<file path="src/logic/tpfc_consts.svh">
// Register indices, reset values, bus codes and timing figures of the pause block
`ifndef TPFC_CONSTS_SVH
`define TPFC_CONSTS_SVH
`define TPFC_MAXQ 8
`define TPFC_DATA_W 64
`define TPFC_IDX_W 12
`define TPFC_IDX_LSB 2
`define TPFC_IDX_MSB 13
`define TPFC_IDX_TX_EN 12'h605
`define TPFC_IDX_REQ 12'h606
`define TPFC_IDX_RESEND_EN 12'h607
`define TPFC_IDX_HOLDOFF 12'h608
`define TPFC_IDX_PTIME 12'h609
`define TPFC_IDX_QSEL_REACT 12'h60A
`define TPFC_IDX_RX_ACCEPT 12'h610
`define TPFC_IDX_STATUS 12'h611
`define TPFC_HOLDOFF_RST 16'hFFFF
`define TPFC_PTIME_RST 16'hFFFF
`define TPFC_QEN_RST 8'hFF
`define TPFC_RESP_OKAY 2'h0
`define TPFC_RESP_SLVERR 2'h2
`define TPFC_QUANTUM_BITS 512
`define TPFC_DP_BITS 512
`define TPFC_FIFO_DEPTH 4
`endif

</file>
<file path="src/logic/tpfc_pkg.sv">
// Types shared by the pause block, the link model and the bench
package tpfc_pkg;
`include "tpfc_consts.svh"
    typedef struct packed {
        logic sop;
        logic eop;
        logic [`TPFC_DATA_W-1:0] data;
    } tpfc_client_s;
    typedef struct packed {
        logic ctrl;
        logic xoff;
        logic [2:0] queue;
        logic sop;
        logic eop;
        logic [`TPFC_DATA_W-1:0] data;
    } tpfc_tx_s;
    typedef struct packed {
        logic aw_got;
        logic [15:0] awaddr;
        logic w_got;
        logic [31:0] wdata;
        logic [3:0] wstrb;
        logic awready;
        logic wready;
        logic bvalid;
        logic [1:0] bresp;
        logic arready;
        logic rvalid;
        logic [31:0] rdata;
        logic [1:0] rresp;
        logic [`TPFC_MAXQ-1:0] tx_en;
        logic [`TPFC_MAXQ-1:0] req_sw;
        logic [`TPFC_MAXQ-1:0] resend_en;
        logic [`TPFC_MAXQ-1:0][15:0] holdoff;
        logic [`TPFC_MAXQ-1:0][15:0] ptime;
        logic react_en;
        logic [2:0] qsel;
        logic rx_acc_en;
        logic [`TPFC_MAXQ-1:0] req_prev;
        logic [`TPFC_MAXQ-1:0] xoff_pend;
        logic [`TPFC_MAXQ-1:0] xon_pend;
        logic [`TPFC_MAXQ-1:0] hold_act;
        logic [`TPFC_MAXQ-1:0][15:0] hold_cnt;
        logic [15:0] tick_cnt;
        logic [15:0] pause_cnt;
        logic in_frame;
        logic out_valid;
        tpfc_tx_s out_word;
    } tpfc_state_s;
endpackage

</file>
<file path="src/logic/tpfc_pause.sv">
// Transmit pause and flow-control block with client FIFO and register slave
//
// Implementation choice: the AXI4-Lite interface to the registers.
`timescale 1ns/1ns
`default_nettype none
`include "tpfc_consts.svh"

module tpfc_fifo #(
    parameter int W = 8,
    parameter int DEPTH = `TPFC_FIFO_DEPTH
) (
    input wire logic clk_sys_in,
    input wire logic rst_b_in,
    input wire logic in_valid_in,
    input wire logic [W-1:0] in_data_in,
    output logic in_ready_out,
    output logic out_valid_out,
    output logic [W-1:0] out_data_out,
    input wire logic out_ready_in
);
    localparam int AW = (DEPTH > 1) ? $clog2(DEPTH) : 1;
    localparam int CW = $clog2(DEPTH + 1);
    typedef struct packed {
        logic [DEPTH-1:0][W-1:0] mem;
        logic [AW-1:0] wp;
        logic [AW-1:0] rp;
        logic [CW-1:0] cnt;
        logic rdy;
    } tpfc_fifo_st_s;
    tpfc_fifo_st_s st, n;
    logic push, pop;

    initial begin
        if (DEPTH < 2 || (DEPTH & (DEPTH - 1)) != 0) begin
            $error("FIFO depth must be a power of two, at least 2");
        end
    end

    always_comb begin
        n = st;
        push = in_valid_in && st.rdy;
        pop = out_ready_in && (st.cnt != '0);
        if (push) begin
            n.mem[st.wp] = in_data_in;
            n.wp = st.wp + AW'(1);
        end
        if (pop) begin
            n.rp = st.rp + AW'(1);
        end
        n.cnt = st.cnt + CW'(push) - CW'(pop);
        n.rdy = n.cnt != CW'(DEPTH);
    end

    always_ff @(posedge clk_sys_in or negedge rst_b_in) begin
        if (!rst_b_in) begin
            st <= '0;
        end else begin
            st <= n;
        end
    end

    assign in_ready_out = st.rdy;
    assign out_valid_out = st.cnt != '0;
    assign out_data_out = st.mem[st.rp];
endmodule

// What this block does
// - Sixteen-bit resend hold-off time, reset all ones
// - One hold-off entry per priority queue
// - Times counted in 512-bit-time quanta
// - At 100G one quantum is one cycle
// - Request is register bit OR client input
// - XOFF carries programmable pause time, reset ones
// - One pause-time entry per priority queue
// - Halt on notification only if reaction enabled
// - Receive side acts only when accept enabled
// - Matching received pause notifies transmit side
// - Accept disabled blocks every notification
// - Three-bit queue select, reset zero
// - Shared offset: reaction enable or queue select
// - Queue select steers both time tables
// - Request rise sends XOFF for that queue
// - Request fall sends XON for that queue
// - Per-queue resend enable, reset all ones
module tpfc_pause
    import tpfc_pkg::*;
#(
    parameter int NQ = 1,
    parameter bit PFC = 1'b0,
    parameter int DP_BITS = `TPFC_DP_BITS
) (
    input wire logic clk_sys_in,
    input wire logic rst_b_in,
    input wire logic s_axi_awvalid_in,
    output logic s_axi_awready_out,
    input wire logic [15:0] s_axi_awaddr_in,
    input wire logic s_axi_wvalid_in,
    output logic s_axi_wready_out,
    input wire logic [31:0] s_axi_wdata_in,
    input wire logic [3:0] s_axi_wstrb_in,
    output logic s_axi_bvalid_out,
    input wire logic s_axi_bready_in,
    output logic [1:0] s_axi_bresp_out,
    input wire logic s_axi_arvalid_in,
    output logic s_axi_arready_out,
    input wire logic [15:0] s_axi_araddr_in,
    output logic s_axi_rvalid_out,
    input wire logic s_axi_rready_in,
    output logic [31:0] s_axi_rdata_out,
    output logic [1:0] s_axi_rresp_out,
    input wire logic [`TPFC_MAXQ-1:0] pause_insert_in,
    input wire logic rx_pause_in,
    input wire logic [15:0] rx_pause_quanta_in,
    input wire logic cl_valid_in,
    input wire tpfc_client_s cl_word_in,
    output logic cl_ready_out,
    output logic tx_valid_out,
    output tpfc_tx_s tx_word_out,
    input wire logic tx_ready_in
);
    localparam int QUANT_CYC = `TPFC_QUANTUM_BITS / DP_BITS;
    localparam logic [15:0] TICK_LAST = 16'(QUANT_CYC - 1);
    localparam logic [`TPFC_MAXQ-1:0] QMASK = `TPFC_MAXQ'((1 << NQ) - 1);

    tpfc_state_s st, n;
    logic [`TPFC_MAXQ-1:0] req, pend;
    logic tick, can_load, pop, wr_fire, fifo_valid, qvalid;
    logic [2:0] sel;
    tpfc_client_s fifo_word;

    initial begin
        if (NQ < 1 || NQ > `TPFC_MAXQ || (!PFC && NQ != 1)) begin
            $error("Queue count out of range for this build");
        end
        if (DP_BITS != 256 && DP_BITS != 512) begin
            $error("Datapath width must be 256 or 512");
        end
    end

    tpfc_fifo #(
        .W($bits(tpfc_client_s)),
        .DEPTH(`TPFC_FIFO_DEPTH)
    ) u_fifo (
        .clk_sys_in(clk_sys_in),
        .rst_b_in(rst_b_in),
        .in_valid_in(cl_valid_in),
        .in_data_in(cl_word_in),
        .in_ready_out(cl_ready_out),
        .out_valid_out(fifo_valid),
        .out_data_out(fifo_word),
        .out_ready_in(pop)
    );

    function automatic logic [15:0] merge16(logic [15:0] old, logic [31:0] d, logic [3:0] s);
        merge16 = {s[1] ? d[15:8] : old[15:8], s[0] ? d[7:0] : old[7:0]};
    endfunction

    function automatic logic [2:0] first_set(logic [`TPFC_MAXQ-1:0] v);
        first_set = 3'h0;
        for (int i = `TPFC_MAXQ - 1; i >= 0; i--) begin
            if (v[i]) begin
                first_set = 3'(i);
            end
        end
    endfunction

    function automatic logic [`TPFC_IDX_W-1:0] reg_idx(logic [15:0] a);
        reg_idx = (a[15:`TPFC_IDX_MSB+1] == '0) ? a[`TPFC_IDX_MSB:`TPFC_IDX_LSB] : '1;
    endfunction

    function automatic logic [33:0] rd_word(tpfc_state_s s, logic [`TPFC_IDX_W-1:0] idx,
                                            logic qv);
        rd_word = {`TPFC_RESP_OKAY, 32'h0};
        unique case (idx)
            `TPFC_IDX_TX_EN: rd_word[7:0] = s.tx_en;
            `TPFC_IDX_REQ: rd_word[7:0] = s.req_sw;
            `TPFC_IDX_RESEND_EN: rd_word[7:0] = s.resend_en;
            `TPFC_IDX_HOLDOFF: rd_word[15:0] = qv ? s.holdoff[s.qsel] : 16'h0;
            `TPFC_IDX_PTIME: rd_word[15:0] = qv ? s.ptime[s.qsel] : 16'h0;
            `TPFC_IDX_QSEL_REACT: rd_word[2:0] = PFC ? s.qsel : {2'h0, s.react_en};
            `TPFC_IDX_RX_ACCEPT: rd_word[0] = s.rx_acc_en;
            `TPFC_IDX_STATUS: rd_word[31:0] = {s.pause_cnt, 6'h0, s.in_frame,
                                               s.pause_cnt != 16'h0, s.hold_act};
            default: rd_word[33:32] = `TPFC_RESP_SLVERR;
        endcase
    endfunction

    always_comb begin
        n = st;
        req = (st.req_sw | pause_insert_in) & QMASK;
        tick = st.tick_cnt == TICK_LAST;
        n.tick_cnt = tick ? 16'h0 : st.tick_cnt + 16'h1;
        qvalid = 4'(st.qsel) < 4'(NQ);

        if (s_axi_awvalid_in && st.awready) begin
            n.aw_got = 1'b1;
            n.awaddr = s_axi_awaddr_in;
        end
        if (s_axi_wvalid_in && st.wready) begin
            n.w_got = 1'b1;
            n.wdata = s_axi_wdata_in;
            n.wstrb = s_axi_wstrb_in;
        end
        if (st.bvalid && s_axi_bready_in) begin
            n.bvalid = 1'b0;
        end
        wr_fire = st.aw_got && st.w_got && !st.bvalid;
        if (wr_fire) begin
            n.aw_got = 1'b0;
            n.w_got = 1'b0;
            n.bvalid = 1'b1;
            n.bresp = `TPFC_RESP_OKAY;
            unique case (reg_idx(st.awaddr))
                `TPFC_IDX_TX_EN: if (st.wstrb[0]) n.tx_en = st.wdata[7:0] & QMASK;
                `TPFC_IDX_REQ: if (st.wstrb[0]) n.req_sw = st.wdata[7:0] & QMASK;
                `TPFC_IDX_RESEND_EN: if (st.wstrb[0]) n.resend_en = st.wdata[7:0] & QMASK;
                `TPFC_IDX_HOLDOFF: begin
                    if (qvalid) n.holdoff[st.qsel] = merge16(st.holdoff[st.qsel], st.wdata,
                                                             st.wstrb);
                end
                `TPFC_IDX_PTIME: begin
                    if (qvalid) n.ptime[st.qsel] = merge16(st.ptime[st.qsel], st.wdata,
                                                           st.wstrb);
                end
                `TPFC_IDX_QSEL_REACT: begin
                    if (st.wstrb[0] && PFC) n.qsel = st.wdata[2:0];
                    if (st.wstrb[0] && !PFC) n.react_en = st.wdata[0];
                end
                `TPFC_IDX_RX_ACCEPT: if (st.wstrb[0]) n.rx_acc_en = st.wdata[0];
                `TPFC_IDX_STATUS: n.bresp = `TPFC_RESP_OKAY;
                default: n.bresp = `TPFC_RESP_SLVERR;
            endcase
        end
        n.awready = !n.aw_got && !n.bvalid;
        n.wready = !n.w_got && !n.bvalid;

        if (st.rvalid && s_axi_rready_in) begin
            n.rvalid = 1'b0;
        end
        if (s_axi_arvalid_in && st.arready) begin
            n.rvalid = 1'b1;
            {n.rresp, n.rdata} = rd_word(st, reg_idx(s_axi_araddr_in), qvalid);
        end
        n.arready = !n.rvalid;

        for (int q = 0; q < `TPFC_MAXQ; q++) begin
            if (st.hold_act[q] && tick) begin
                if (st.hold_cnt[q] == 16'h0) begin
                    n.hold_act[q] = 1'b0;
                    if (req[q] && st.tx_en[q] && st.resend_en[q]) n.xoff_pend[q] = 1'b1;
                end else begin
                    n.hold_cnt[q] = st.hold_cnt[q] - 16'h1;
                end
            end
        end

        if (st.pause_cnt != 16'h0 && tick) begin
            n.pause_cnt = st.pause_cnt - 16'h1;
        end
        if (rx_pause_in && st.rx_acc_en && st.react_en && !PFC) begin
            n.pause_cnt = rx_pause_quanta_in;
        end

        pend = (st.xoff_pend | st.xon_pend) & st.tx_en;
        sel = first_set(pend);
        can_load = !st.out_valid || tx_ready_in;
        pop = 1'b0;
        if (can_load) begin
            n.out_valid = 1'b0;
            if (!st.in_frame && pend != '0) begin
                n.out_valid = 1'b1;
                n.out_word = '0;
                n.out_word.ctrl = 1'b1;
                n.out_word.xoff = st.xoff_pend[sel];
                n.out_word.queue = sel;
                if (st.xoff_pend[sel]) n.out_word.data[15:0] = st.ptime[sel];
                n.xoff_pend[sel] = 1'b0;
                n.xon_pend[sel] = 1'b0;
                if (st.xoff_pend[sel] && st.resend_en[sel]) begin
                    n.hold_act[sel] = 1'b1;
                    n.hold_cnt[sel] = st.holdoff[sel];
                end
            end else if (fifo_valid && (st.in_frame || st.pause_cnt == 16'h0)) begin
                pop = 1'b1;
                n.out_valid = 1'b1;
                n.out_word = '0;
                n.out_word.sop = fifo_word.sop;
                n.out_word.eop = fifo_word.eop;
                n.out_word.data = fifo_word.data;
                n.in_frame = !fifo_word.eop;
            end
        end

        for (int q = 0; q < `TPFC_MAXQ; q++) begin
            if (req[q] && !st.req_prev[q] && st.tx_en[q]) begin
                n.xoff_pend[q] = 1'b1;
                n.xon_pend[q] = 1'b0;
            end
            if (!req[q] && st.req_prev[q]) begin
                n.hold_act[q] = 1'b0;
                n.xoff_pend[q] = 1'b0;
                if (st.tx_en[q]) n.xon_pend[q] = 1'b1;
            end
        end
        n.req_prev = req;
    end

    always_ff @(posedge clk_sys_in or negedge rst_b_in) begin
        if (!rst_b_in) begin
            st <= '0;
            st.holdoff <= {`TPFC_MAXQ{`TPFC_HOLDOFF_RST}};
            st.ptime <= {`TPFC_MAXQ{`TPFC_PTIME_RST}};
            st.resend_en <= `TPFC_QEN_RST;
            st.tx_en <= `TPFC_QEN_RST;
        end else begin
            st <= n;
        end
    end

    assign s_axi_awready_out = st.awready;
    assign s_axi_wready_out = st.wready;
    assign s_axi_bvalid_out = st.bvalid;
    assign s_axi_bresp_out = st.bresp;
    assign s_axi_arready_out = st.arready;
    assign s_axi_rvalid_out = st.rvalid;
    assign s_axi_rdata_out = st.rdata;
    assign s_axi_rresp_out = st.rresp;
    assign tx_valid_out = st.out_valid;
    assign tx_word_out = st.out_word;
endmodule

`default_nettype wire

</file>
<file path="config.mk">
export PLATFORM = sky130hd
export DESIGN_NAME = tpfc_pause
export DESIGN_NICKNAME = d
export VERILOG_FILES = /design/src/logic/tpfc_pkg.sv /design/src/logic/tpfc_pause.sv
export VERILOG_INCLUDE_DIRS = /design/src /design/src/logic
export SDC_FILE = /design/constraint.sdc
export NUM_CORES = 1
export LEC_CHECK = 0
export ABC_AREA = 1
export BUFFER_PORTS_ARGS = -buffer_cell sky130_fd_sc_hd__buf_4
export CAP_MARGIN = 40
export CORE_ASPECT_RATIO = 1.4
export CORE_MARGIN = 2
export CORE_UTILIZATION = 40
export DETAILED_ROUTE_END_ITERATION = 16
export PLACE_DENSITY_LB_ADDON = 0.1
export SYNTH_ARGS = -nofsm -noshare
export SYNTH_HDL_FRONTEND = slang
export SYNTH_SLANG_ARGS = --single-unit
</file>
<file path="constraint.sdc">
create_clock -name clk_sys_in -period 3.45 [get_ports clk_sys_in]
set_input_delay 0.5175 -clock clk_sys_in [delete_from_list [all_inputs] [get_ports clk_sys_in]]
set_output_delay 0.5175 -clock clk_sys_in [all_outputs]
set_load 0.05 [all_outputs]
</file>
Word level (Yosys, flattened, before mapping)

Cells that the tools add are included.

Logic and storage cells: 275
Input port bits: 168
Flip-flop bits (word level): 676
Output and inout bits: 114

Multiplexer cells: 96
Add/sub/neg operators: 14
Equality and inequality tests: 17
Magnitude comparators: 5
Reduce and logical (&&, ||, !) cells: 75
Bitwise gates (word level): 8

Operator list:

| kind                                                                  | count |
|---|---|
| 16-bit 2-to-1 mux                                                     | 24 |
| 152-bit 2-to-1 mux                                                    | 2 |
| 264-bit bitwise mux                                                   | 1 |
| 12-bit by 11-bit == test with 1-bit output (second input constant)    | 16 |
| 16-bit zero test                                                      | 10 |
| 72-bit 2-to-1 mux                                                     | 2 |
| 16-bit by 1-bit subtractor with 16-bit output (second input constant) | 9 |
| 136-bit 2-to-1 mux                                                    | 1 |
| 66-bit binary-select mux with 2-bit select                            | 1 |
| 66-bit demux with 2-bit select                                        | 1 |
| 66-bit 2-to-1 mux                                                     | 2 |
| 128-bit bitwise mux                                                   | 1 |
| 16-bit binary-select mux with 3-bit select                            | 2 |
| 16-bit demux with 3-bit select                                        | 1 |
| 37-bit 2-to-1 mux                                                     | 1 |
| 1-bit 2-to-1 mux                                                      | 35 |
| 35-bit 2-to-1 mux                                                     | 1 |
| 1-bit logical AND                                                     | 32 |
| 3-bit AND reduction                                                   | 10 |
| 3-bit 2-to-1 mux                                                      | 9 |
| 5-bit case mux with 5 select lines                                    | 1 |
| 8-bit bitwise AND                                                     | 3 |
| 12-bit 2-to-1 mux                                                     | 2 |
| 8-bit case mux with 3 select lines                                    | 1 |
| 28 further kinds                                                      | 47 |

Longest topological paths before layout

Gate-level depths: netlist (run 1).

Word-level depth: 21
Mapped depth: 21
Depth with buffers taken out: 20

Hierarchy

From an unflattened synthesis (run 1), not the netlist that was laid out.

Cells, all modules: 3882
Area total of the unflattened synthesis: 32363.5 sq um

By module, submodules not included:

| module     | cells each | area each (sq um) | seq. area each (sq um) | instances |
|---|---|---|---|---|
| tpfc_pause | 2408       | 19663.9           | 9303.9                 | 1 |
| tpfc_fifo  | 1474       | 12699.7           | 6806.5                 | 1 |

Least setup slack after synthesis (run 1)

No wires, ideal clock.

Path type: flip-flop to flip-flop
From: reg st[73] (netlist bit)
To: reg u_fifo.st (netlist bit u_fifo.in_ready_out)
Path buffers: 1
Arrival: 3056 ps
Setup time: 125 ps
Required time: 3325 ps
Cell stages (with the launch flop): 22
Slack: 270 ps
Period minus slack after synthesis: 3180 ps
Path through: dfrtp_1 inv_1 ha_1 nand2_2 nor2_1 nand2_1 nor3_2 nand3_1 nand2_1 nand2_1 nor2_4 nand2_2 inv_2 buf_2 ha_1 inv_1 ha_1 inv_1 fa_1 xnor2_1 xnor2_1 nand2_1

RTL lines:

| what                     | line              | source |
|---|---|---|
| start: declaration       | tpfc_pause.sv:125 | `tpfc_state_s st, n;` |
| start signal: assignment | tpfc_pause.sv:316 | `st <= n;` |
| end signal: assignment   | tpfc_pause.sv:58  | `st <= n;` |
| end: declaration         | tpfc_pause.sv:30  | `tpfc_fifo_st_s st, n;` |

==> flow_summary_export.csv, run 1 <==
group,metric,value,unit
floorplan,die_area,80200,um2
synthesis,yosysSeqAreaShare,0.517,
clocking,clk_pin_slew_worst_paths,0.06,ns
critical_path,crit_path_start_kind,"flip-flop",
cells_and_area,final_net_count,4041,
sta,hold_violations,0,
cells_and_area,area_delta_synth_final,15.2,%
synthesis,synthTopCellsByArea,"dfrtp_1, nand2_1, o21ai_0",
power,p_comb_frac,0.322,
synthesis,synthArstFlopShare,1.00,
floorplan,initial_utilization,0.402,
placed_design,port-buffer-count,250,
synthesis,avgSynthCellArea,8.36,um2
floorplan,die_y,334,um
cells_and_area,nFillCells,7818,
power,switchingPower,10.2,mW
clocking,clockRootBuffer,"clkbuf_16",
synthesis,synth.most_common_cell,"nand2_1",
cells_and_area,regArea,16100,um2
synthesis,synth-seq-cells,642,
grt,met2_usage,0.367,
grt,grt_max_degree,91,
critical_path,crit_chain,"inv_1 -> ha_1 -> nand2_2 -> nor2_2 -> nand2_2 -> nor3_4 -> nand3_2 -> nand2_1 -> nand2_1 -> nor2_4 -> nand2_2 -> inv_2 -> ha_1 -> inv_1 -> ha_1 -> inv_1 -> fa_1 -> xnor2_1 -> xnor2_1 -> nand2_1",
grt,track_usage,0.220,
power,p_int,17.1,mW
grt,grt-ovfl-total,0,
sta,finalSetupViolations,0,
routing,route.vias.total,25100,
routing,wl_per_cell,17.5,um
run_status,status,"complete, no violations",
critical_path,cpPeakStageDelay,0.40,ns
clocking,cts_sinks,642,
floorplan,rows,121,
synthesis,yosys-top-cells-count,"nand2_1, dfrtp_1, o21ai_0",
clocking,cts_inserted_buffers,70,
sta,slew_headroom,0.442,
power,power_frac_seq,0.397,
grt,use_met3,0.0434,
placed_design,place_congestion,0.892,
power,sw_frac_of_total,0.374,
min_path,hold_start,"s_axi_awaddr_in[14]",
synthesis,yosysWarnings,0,
routing,drt_iter0_markers,1536,
sta,setup_tns,0,ns
synthesis,synth_flop_cell,"dfrtp_1",
grt,grt_pass1_vias,25100,
run,maxCapViolations,0,
synthesis,syn-cell-area,31200,um2
grt,grt_pass1_wl,139000,um
sta,period_needed,3.11,ns
synthesis,synth_top_cell_area_share,0.487,
routing,ant_nets,0,
grt,antenna_found_initial,3,
floorplan,coreArea,77500,um2
critical_path,endpoint_kind,"flip-flop",
grt,grt_util_met1,0.280,
power,leakage,16.6,nW
grt,busiest_layer,"met2",
min_path,min_to,"st[642]$_DFFE_PN0P_",
cells_and_area,drive_gt1_frac,0.136,
routing,viasPerCell,5.06,
critical_path,worst-path-max-fanout,4,
synthesis,syn_inst,3729,
sta,rsz0062_at_grt,"false",
floorplan,die_w,240,um
routing,drtPass1Iterations,7,
critical_path,critPathKind,"flip-flop to flip-flop",
critical_path,rr_worst_depth,20,
min_path,hp-class,"primary input to flip-flop",
synthesis,synth-edff-count,0,
power,ir_worst_vdd,0.000491,V
placed_design,hpwl,59700,um
synthesis,yosysTopAreaCell,"dfrtp_1",
routing,wl,86600,um
synthesis,synth_cell_types,51,
power,powerDensity,761,nW/um2
critical_path,ff2ff_setup_slack,0.34,ns
routing,drcViolationCount,0,
clocking,clock_path_buffers,3,
cells_and_area,multi_input_area,12400,um2
critical_path,critPathArrivalTime,3.61,ns
sta,min_period_over_period,0.902,
sta,final_max_slew_viol_count,0,
critical_path,reg2reg_from,"st[73]$_DFFE_PN0P_",
critical_path,cpMaxStageDelayCell,"fa_1",
power,power_frac_clock,0.282,
clocking,clk_latency,0.63,ns
clocking,htreeDepth,3,
sta,fmax,321,MHz
floorplan,ios,282,
min_path,whs_path_depth,3,
critical_path,worstPathRequired,3.95,ns
power,power,27.3,mW
critical_path,r2r_end,"u_fifo.in_ready_out$_DFF_PN0_",
sta,clock_skew,0.0241,ns
sta,worst_slew_pin_slew,0.838,ns
clocking,cts_setup_buffers,0,
clocking,cts_tree,"built",
-- cell usage in the layout (no fill, tap or decap), types with 40 or more instances in the layout --
master	netlist	final
o22ai_1	78	78
o21ai_0	489	489
nor3_1	51	51
a21oi_1	40	40
dfrtp_1	606	604
inv_1	289	289
nand3_1	205	204
xor2_1	93	93
a22o_1	50	50
buf_4	109	297
clkbuf_16	0	73
nand2_1	840	835
nor2_1	410	409
nand4_1	40	40
-- area by class of cell --
cell class,instances,share of cell area
flip-flops and latches,642,0.449
multi-input cells,2516,0.347
repair buffers,313,0.0708
clock buffers,104,0.0566
well taps,1045,0.0364
inverters,312,0.0328
clock inverters,23,0.00794
diodes,1,0.0000697
-- metrics by stage --
| stage | cells | worst slack, ns | hold slack (ns) | cell area, um2 | utilization |
|---|---|---|---|---|---|
| final | 4956 | 0.338 | 0.0862 | 35900 | 0.463 |
| after CTS | 4955 | 0.0960 | 0.0461 | 35900 | 0.463 |
| after global routing | 4955 | 0.00589 | 0.0751 | 35900 | 0.463 |
| after detailed placement | 4827 | 0.115 | 0.464 | 33600 | 0.433 |
| after global placement | 4826 | 0.118 | 0.453 | 33500 | 0.433 |
| after floorplan | 3730 | 0.270 | 0.222 | 31200 | - |
-- flip-flops by register name, indices dropped and copies added (netlist names), 32 cells and up --
| name | flops |
|---|---|
| s_axi_rdata_out | 32 |
| st | 259 |
| tx_word_out | 71 |
| u_fifo.st | 271 |
-- worst max path at each step --
stage                                    endpoint  slack [ns]                from  cells after the start
global placement    u_fifo.in_ready_out$_DFF_PN0_        0.12  st[73]$_DFFE_PN0P_                     20
CTS                 u_fifo.in_ready_out$_DFF_PN0_         0.1  st[73]$_DFFE_PN0P_                     20
finish              u_fifo.in_ready_out$_DFF_PN0_        0.34  st[73]$_DFFE_PN0P_                     20
detailed placement  u_fifo.in_ready_out$_DFF_PN0_        0.11  st[73]$_DFFE_PN0P_                     20
global route        u_fifo.in_ready_out$_DFF_PN0_       0.006  st[73]$_DFFE_PN0P_                     20
floorplan           u_fifo.in_ready_out$_DFF_PN0_        0.27  st[73]$_DFFE_PN0P_                     21
-- power groups by stage --
stage / registers (mW) / clock network (mW) / logic, mW
6_report: 10.8 / 7.70 / 8.80
5_1_grt: 11.1 / 8.24 / 9.82
3_5_place_dp: 10.9 / 0 / 8.93
4_1_cts: 10.8 / 7.94 / 8.95
3_3_place_gp: 10.9 / 0 / 8.82
2_1_floorplan: 10.6 / 0 / 6.55
-- what timing repair did --
action | 4_1_cts | 5_1_grt
hold buffers | 1 | 0
resized for setup | 0 | 4
setup endpoints to repair | 0 | 2
hold endpoints to repair | 42 | 0
-- critical path, delay by kind of cell (launching register included) --
kind	cells	cell delay [ns]
and+or+nand+nor	10	1.10
xor gates and xnor gates	2	0.33
adders and majority gates	4	0.92
buffers and inverters	4	0.24
DFF	1	0.38
-- routing by layer --
metal,vias to the layer above,share of wire
li1,12400,-
met1,12100,0.43
met2,454,0.48
met3,120,0.053
met4,6,0.032
met5,-,0.00046
-- cell families (layout without fill, tap and decap cells) --
logic type	count (synthesis)	after routing	synth area share
xor gates and xnor gates	113	113	0.0318
other	1	3	0.000120
buffers and inverters	572	752	0.0853
and+or+nand+nor	1637	1637	0.224
AOI/OAI and AO/OA	746	746	0.134
DFF	642	642	0.517
adders and majority gates	18	18	0.00747
No activity file was read; power rests on OpenSTA's default activity.
==> run 2, diff against run 1 <==
--- a/config.mk
+++ b/config.mk
@@ -16,4 +16,5 @@
 export PLACE_DENSITY_LB_ADDON = 0.1
 export SYNTH_ARGS = -nofsm -noshare
 export SYNTH_HDL_FRONTEND = slang
+export SYNTH_HIERARCHICAL = 1
 export SYNTH_SLANG_ARGS = --single-unit
==> run 2 against run 1 <==
Effect of this change: sequential power is 6% lower; cell area is 2.1% higher; maximum frequency is 1.2% lower; highest routed layer unchanged; critical path type unchanged; combinational power is 50% lower; via count hardly changed; critical endpoint is now u_fifo/in_ready_out$_DFF_PN0_.
==> flow_summary_export.csv, run 2 <==
group,metric,value,unit
floorplan,die_y,341,um
synthesis,synth-edff-count,0,
cells_and_area,drive_gt1_frac,0.132,
sta,finalSetupViolations,0,
routing,wl,84900,um
clocking,cts_setup_buffers,0,
routing,ant_nets,0,
critical_path,worstPathRequired,3.96,ns
routing,drt_iter0_markers,1504,
critical_path,startpoint,"st[74]$_DFFE_PN0P_",
cells_and_area,nFillCells,8116,
synthesis,yosysTopAreaCell,"dfrtp_1",
cells_and_area,largest_register_ffs,271,
routing,wl_per_cell,16.7,um
critical_path,crit_path_frequent_cell,"nand2_1",
cells_and_area,multi_input_area,12500,um2
routing,viasPerCell,4.93,
sta,final_max_slew_viol_count,0,
run,maxCapViolations,0,
synthesis,yosys-top-cells-count,"nand2_1, dfrtp_1, inv_1",
synthesis,synth_top_cell_area_share,0.469,
sta,fmax,317,MHz
synthesis,yosysSeqAreaShare,0.498,
synthesis,synthArstFlopShare,1.00,
placed_design,port-buffer-count,250,
cells_and_area,final_net_count,4168,
critical_path,reg2reg_from,"st[74]$_DFFE_PN0P_",
floorplan,die_area,83200,um2
routing,drtPass1Iterations,5,
grt,grt_pass1_vias,25000,
critical_path,critPathArrivalTime,3.66,ns
critical_path,cpMaxStageDelayCell,"dfrtp_1",
sta,setup_tns,0,ns
synthesis,syn-cell-area,32400,um2
cells_and_area,final_util,0.457,
synthesis,avgSynthCellArea,8.34,um2
grt,grt-ovfl-total,0,
power,powerDensity,603,nW/um2
grt,antenna_found_initial,3,
sta,slew_headroom,0.430,
sta,min_period_over_period,0.913,
power,ir_worst_vdd,0.000357,V
floorplan,initial_utilization,0.404,
sta,worst_slew_pin_slew,0.855,ns
cells_and_area,final_cell_mix,"nand2_1, dfrtp_1, inv_1",
placed_design,place_congestion,0.896,
synthesis,synth.most_common_cell,"nand2_1",
sta,timing.final.ws_setup,0.300,ns
clocking,clock_path_buffers,3,
min_path,hp-class,"primary input to flip-flop",
min_path,hold_start,"s_axi_awaddr_in[12]",
floorplan,ios,282,
clocking,cts_sinks,642,
sta,timing.hold.ws,0.0990,ns
synthesis,syn_inst,3882,
power,leakage,18.1,nW
critical_path,worst-path-max-fanout,3,
clocking,clk_pin_slew_worst_paths,0.06,ns
grt,grt_pass1_wl,137000,um
placed_design,dp_worst_setup_slack,0.259,ns
sta,rsz0062_at_grt,"false",
clocking,cts_tree,"built",
clocking,clockRootBuffer,"clkbuf_16",
cells_and_area,area_delta_synth_final,13.2,%
synthesis,synth_flop_cell,"dfrtp_1",
grt,grt_max_degree,119,
critical_path,endpoint_kind,"flip-flop",
floorplan,rows,123,
floorplan,die_w,244,um
cells_and_area,regArea,16100,um2
cells_and_area,top_register,"u_fifo/st",
critical_path,crit_path_start_kind,"flip-flop",
floorplan,coreArea,80200,um2
routing,route.vias.total,25100,
clocking,cts_inserted_buffers,69,
critical_path,cpPeakStageDelay,0.38,ns
synthesis,synth-seq-cells,642,
grt,track_usage,0.205,
critical_path,critPathKind,"flip-flop to flip-flop",
sta,period_needed,3.15,ns
sta,clock_skew,0.0225,ns
placed_design,hpwl,57900,um
run_status,status,"complete, no violations",
synthesis,synth_cell_types,56,
routing,drcViolationCount,0,
cells_and_area,final_common_cell,"nand2_1",
synthesis,synthTopCellsByArea,"dfrtp_1, nand2_1, inv_1",
sta,hold_violations,0,
clocking,clk_latency,0.62,ns
clocking,htreeDepth,3,
synthesis,yosysWarnings,6,
run 2: cell types whose count changed after synthesis, sizes merged, moves of 50 or more:
cell,before,now
nand2,850,1001
nor2,424,264
o211ai,9,171
o21ai,522,411
buf,136,200
clkbuf,124,74
o22ai,78,11
inv,305,501
run 2: per-layer routing:
metal	vias up	global-route usage	share of wire
li1	12700	-	-
met1	12000	0.263	0.44
met2	354	0.361	0.50
met3	94	0.0302	0.038
met4	4	0.0560	0.019
met5	-	0	0.00031
run 2: final cells by class:
class                   instances  area share
diodes                          1   0.0000683
clock buffers                 101      0.0542
clock inverters                23     0.00806
inverters                     504      0.0520
multi-input cells            2463       0.341
flip-flops and latches        642       0.440
well taps                    1062      0.0363
repair buffers                302      0.0684
run 2: through the flow:
stage | total power [mW] | area [um2] | instances
final | 22.1 | 36600 | 5098
after global routing | 23.6 | 36600 | 5098
after detailed placement | 14.7 | 34400 | 4972
after CTS | 22.4 | 36600 | 5097
after floorplan | 13.5 | 32400 | 3883
after global placement | 14.6 | 34300 | 4970
run 2: critical path: cells and delay by family, from the launching register on:
kind / cells / cell delay [ns]
flops: 1 / 0.38
buf+inv: 7 / 0.60
fa+ha+maj: 4 / 0.86
simple gates: 14 / 1.21
run 2: kinds of logic (layout without fill, tap and decap cells):
| kind of cell | Yosys count | after routing | synth area share |
|---|---|---|---|
| compound gates | 727 | 727 | 0.140 |
| other cells | 1 | 3 | 0.000116 |
| xor+xnor | 101 | 101 | 0.0273 |
| simple gates | 1615 | 1615 | 0.212 |
| buf+inv | 778 | 930 | 0.116 |
| fa+ha+maj | 18 | 18 | 0.00719 |
| flops | 642 | 642 | 0.498 |
run 2: timing repair:
item | 4_1_cts | 5_1_grt
endpoints found under the hold margin | 44 | 0
hold buffers | 1 | 0
resized for setup | 0 | 1
endpoints found under the setup margin | 0 | 1
run 2: final timing paths:
check	cells past startpoint	endpoint	slack (ns)
worst max-delay path	25	u_fifo/in_ready_out$_DFF_PN0_	0.30
worst min-delay path	3	st[640]$_DFFE_PN0P_	0.1
worst max register to register	25	u_fifo/in_ready_out$_DFF_PN0_	0.30
worst min register to register	2	st[532]$_DFFE_PN1P_	0.45
max in group asynchronous	3	u_fifo/st[163]$_DFFE_PN0P_	2.01
min in group asynchronous	2	s_axi_rdata_out[29]$_DFFE_PN0P_	0.47
run 2: power breakdown:
group	internal [mW]	total, mW	switching (mW)
combinational	1.64	4.38	2.74
clock	4.46	7.59	3.12
sequential	9.26	10.1	0.860
==> run 3, diff against run 2 <==
--- a/config.mk
+++ b/config.mk
@@ -6,7 +6,6 @@
 export SDC_FILE = /design/constraint.sdc
 export NUM_CORES = 1
 export LEC_CHECK = 0
-export ABC_AREA = 1
 export BUFFER_PORTS_ARGS = -buffer_cell sky130_fd_sc_hd__buf_4
 export CAP_MARGIN = 40
 export CORE_ASPECT_RATIO = 1.4
==> constraint.sdc (replaced) <==
create_clock -name clk_sys_in -period 3.3 [get_ports clk_sys_in]
set_input_delay 0.495 -clock clk_sys_in [delete_from_list [all_inputs] [get_ports clk_sys_in]]
set_output_delay 0.495 -clock clk_sys_in [all_outputs]
set_load 0.05 [all_outputs]
==> run 3 against run 2 <==
Effect of this change: flip-flop and latch count unchanged; combinational power increased by 110%; critical path depth is 12 lower; final cell count is 30% lower; clock power up 7.1%; largest power group unchanged.
==> flow_summary_export.csv, run 3 <==
group,metric,value,unit
placed_design,dp_worst_setup_slack,-0.00655,ns
sta,final_max_slew_viol_count,0,
sta,hold_violations,0,
synthesis,synthTopCellsByArea,"dfrtp_1, mux2_2, mux4_2",
power,power,29.2,mW
synthesis,synth_cell_types,80,
sta,slew_headroom,0.513,
clocking,htreeDepth,3,
sta,rsz0062_at_grt,"true",
routing,wl_per_cell,20.2,um
power,ir_worst_vdd,0.000597,V
synthesis,syn-cell-area,29700,um2
routing,viasPerCell,5.28,
sta,min_period_over_period,0.955,
sta,timing.hold.ws,0.0979,ns
floorplan,rows,118,
synthesis,yosysWarnings,6,
cells_and_area,final_common_cell,"dfrtp_1",
critical_path,critPathArrivalTime,3.66,ns
floorplan,coreArea,73700,um2
critical_path,worstPathRequired,3.81,ns
min_path,hp-class,"primary input to flip-flop",
floorplan,initial_utilization,0.403,
clocking,clk_pin_slew_worst_paths,0.06,ns
grt,grt_pass1_wl,115000,um
synthesis,syn_inst,2373,
floorplan,die_w,234,um
clocking,cts_inserted_buffers,70,
synthesis,synthArstFlopShare,1.00,
routing,wl,72400,um
synthesis,synth_top_cell_area_share,0.511,
placed_design,place_congestion,0.828,
power,leakage,14.3,nW
clocking,cts_tree,"built",
clocking,clockRootBuffer,"clkbuf_16",
synthesis,yosysTopAreaCell,"dfrtp_1",
clocking,clock_path_buffers,3,
sta,period_needed,3.15,ns
synthesis,yosysSeqAreaShare,0.543,
cells_and_area,final_net_count,2757,
clocking,cts_sinks,642,
power,powerDensity,846,nW/um2
grt,antenna_found_initial,4,
sta,timing.final.ws_setup,0.148,ns
sta,fmax,317,MHz
routing,route.vias.total,18900,
routing,ant_nets,0,
sta,finalSetupViolations,0,
critical_path,critPathKind,"flip-flop to flip-flop",
floorplan,ios,282,
cells_and_area,final_cell_mix,"dfrtp_1, mux2_2, buf_4",
grt,grt-ovfl-total,0,
synthesis,synth-seq-cells,642,
sta,worst_slew_pin_slew,0.731,ns
placed_design,port-buffer-count,250,
cells_and_area,drive_gt1_frac,0.356,
critical_path,endpoint_kind,"flip-flop",
grt,grt_pass1_vias,20300,
cells_and_area,area_delta_synth_final,16.4,%
synthesis,synth_flop_cell,"dfrtp_1",
run,maxCapViolations,0,
run_status,status,"complete, no violations",
synthesis,synth.most_common_cell,"dfrtp_1",
floorplan,die_y,326,um
grt,track_usage,0.193,
synthesis,synth-edff-count,0,
floorplan,die_area,76400,um2
cells_and_area,top_register,"u_fifo/st",
critical_path,crit_path_start_kind,"flip-flop",
sta,setup_tns,0,ns
cells_and_area,largest_register_ffs,271,
routing,drt_iter0_markers,852,
synthesis,avgSynthCellArea,12.5,um2
routing,drcViolationCount,0,
placed_design,hpwl,49100,um
routing,drtPass1Iterations,5,
critical_path,worst-path-max-fanout,2,
sta,clock_skew,0.0271,ns
clocking,clk_latency,0.62,ns
grt,grt_max_degree,92,
cells_and_area,final_util,0.469,
cells_and_area,nFillCells,6646,
synthesis,yosys-top-cells-count,"dfrtp_1, mux2_2, nand2_1",
[run 3: cell count changes after synthesis, moves of 60 or more]
cell,change
nand2_1,-732
o21ai_0,-234
nand3_1,-149
inv_1,-452
xnor2_1,+96
mux2_2,+339
nor2_1,-136
mux4_2,+66
o211ai_1,-165
xor2_1,-60
[run 3: final timing paths]
kind / cells after the start / to / startpoint / slack [ns]
max in group asynchronous: 4 / tx_word_out[53]$_DFFE_PN0P_ / rst_b_in / 1.79
setup reg to reg: 13 / u_fifo/in_ready_out$_DFF_PN0_ / st[80]$_DFFE_PN0P_ / 0.15
setup / recovery: 13 / u_fifo/in_ready_out$_DFF_PN0_ / st[80]$_DFFE_PN0P_ / 0.15
min in group asynchronous: 2 / st[133]$_DFF_PN0_ / rst_b_in / 0.40
hold / removal: 2 / st[79]$_DFFE_PN0P_ / rx_pause_quanta_in[6] / 0.1
hold reg to reg: 1 / s_axi_wready_out$_DFF_PN0_ / st[627]$_DFF_PN0_ / 0.47
[run 3: where the power goes]
group,switching [mW],internal [mW],leakage [nW]
Clock,3.23,4.90,1.16
Sequential,1.54,10.3,7.42
Combinational,4.58,4.67,5.73
[run 3: final cells by class]
cell class | count | area, um2 | share of cell area
flip-flops and latches | 642 | 16100 | 0.467
multi-input cells | 1490 | 12100 | 0.350
repair buffers | 329 | 2610 | 0.0756
clock buffers | 101 | 2060 | 0.0597
well taps | 960 | 1200 | 0.0348
clock inverters | 21 | 317 | 0.00917
inverters | 38 | 143 | 0.00413
diodes | 1 | 2.50 | 0.0000725
[run 3: kinds of logic (layout without fill, tap and decap cells)]
logic type / after synthesis / in the layout / synth area share
mux: 408 / 408 / 0.180
xor+xnor: 138 / 138 / 0.0412
compound gates: 282 / 282 / 0.0682
other cells: 1 / 3 / 0.000126
buf+inv: 242 / 489 / 0.0534
simple gates: 642 / 642 / 0.106
flops: 642 / 642 / 0.543
fa+ha+maj: 18 / 18 / 0.00785
[run 3: worst max-delay path, stage by stage (launching register included)]
cell     delay, ns
dfrtp_1       0.41
nor4_4        0.29
or4b_4        0.50
nor3_2        0.12
buf_4         0.17
o21ai_4       0.07
nor3_4        0.25
o31a_1        0.19
ha_1          0.23
inv_1         0.06
ha_2          0.17
fa_2          0.45
nor2_2        0.09
nand2_1       0.06
[run 3: metrics by stage]
stage               cell area, um2  instances
finish                       34500       3582
global route                 34500       3582
global placement             32100       3455
floorplan                    29700       2374
CTS                          34500       3580
detailed placement           32100       3457
[run 3: per-layer routing]
| layer | wire (um) | vias to the layer above | track usage |
|---|---|---|---|
| met1 | 30700 | 9704 | 0.241 |
| met5 | 44 | - | 0 |
| met4 | 1660 | 6 | 0.0607 |
| li1 | - | 8752 | - |
| met2 | 36200 | 355 | 0.331 |
| met3 | 3810 | 99 | 0.0414 |
[run 3: timing repair]
action | CTS | global route
pin swaps | 0 | 6
hold endpoints to repair | 45 | 0
setup buffers | 0 | 1
gates resized for setup | 1 | 6
gates cloned | 0 | 0
hold buffers | 1 | 0
endpoints found under the setup margin | 8 | 8
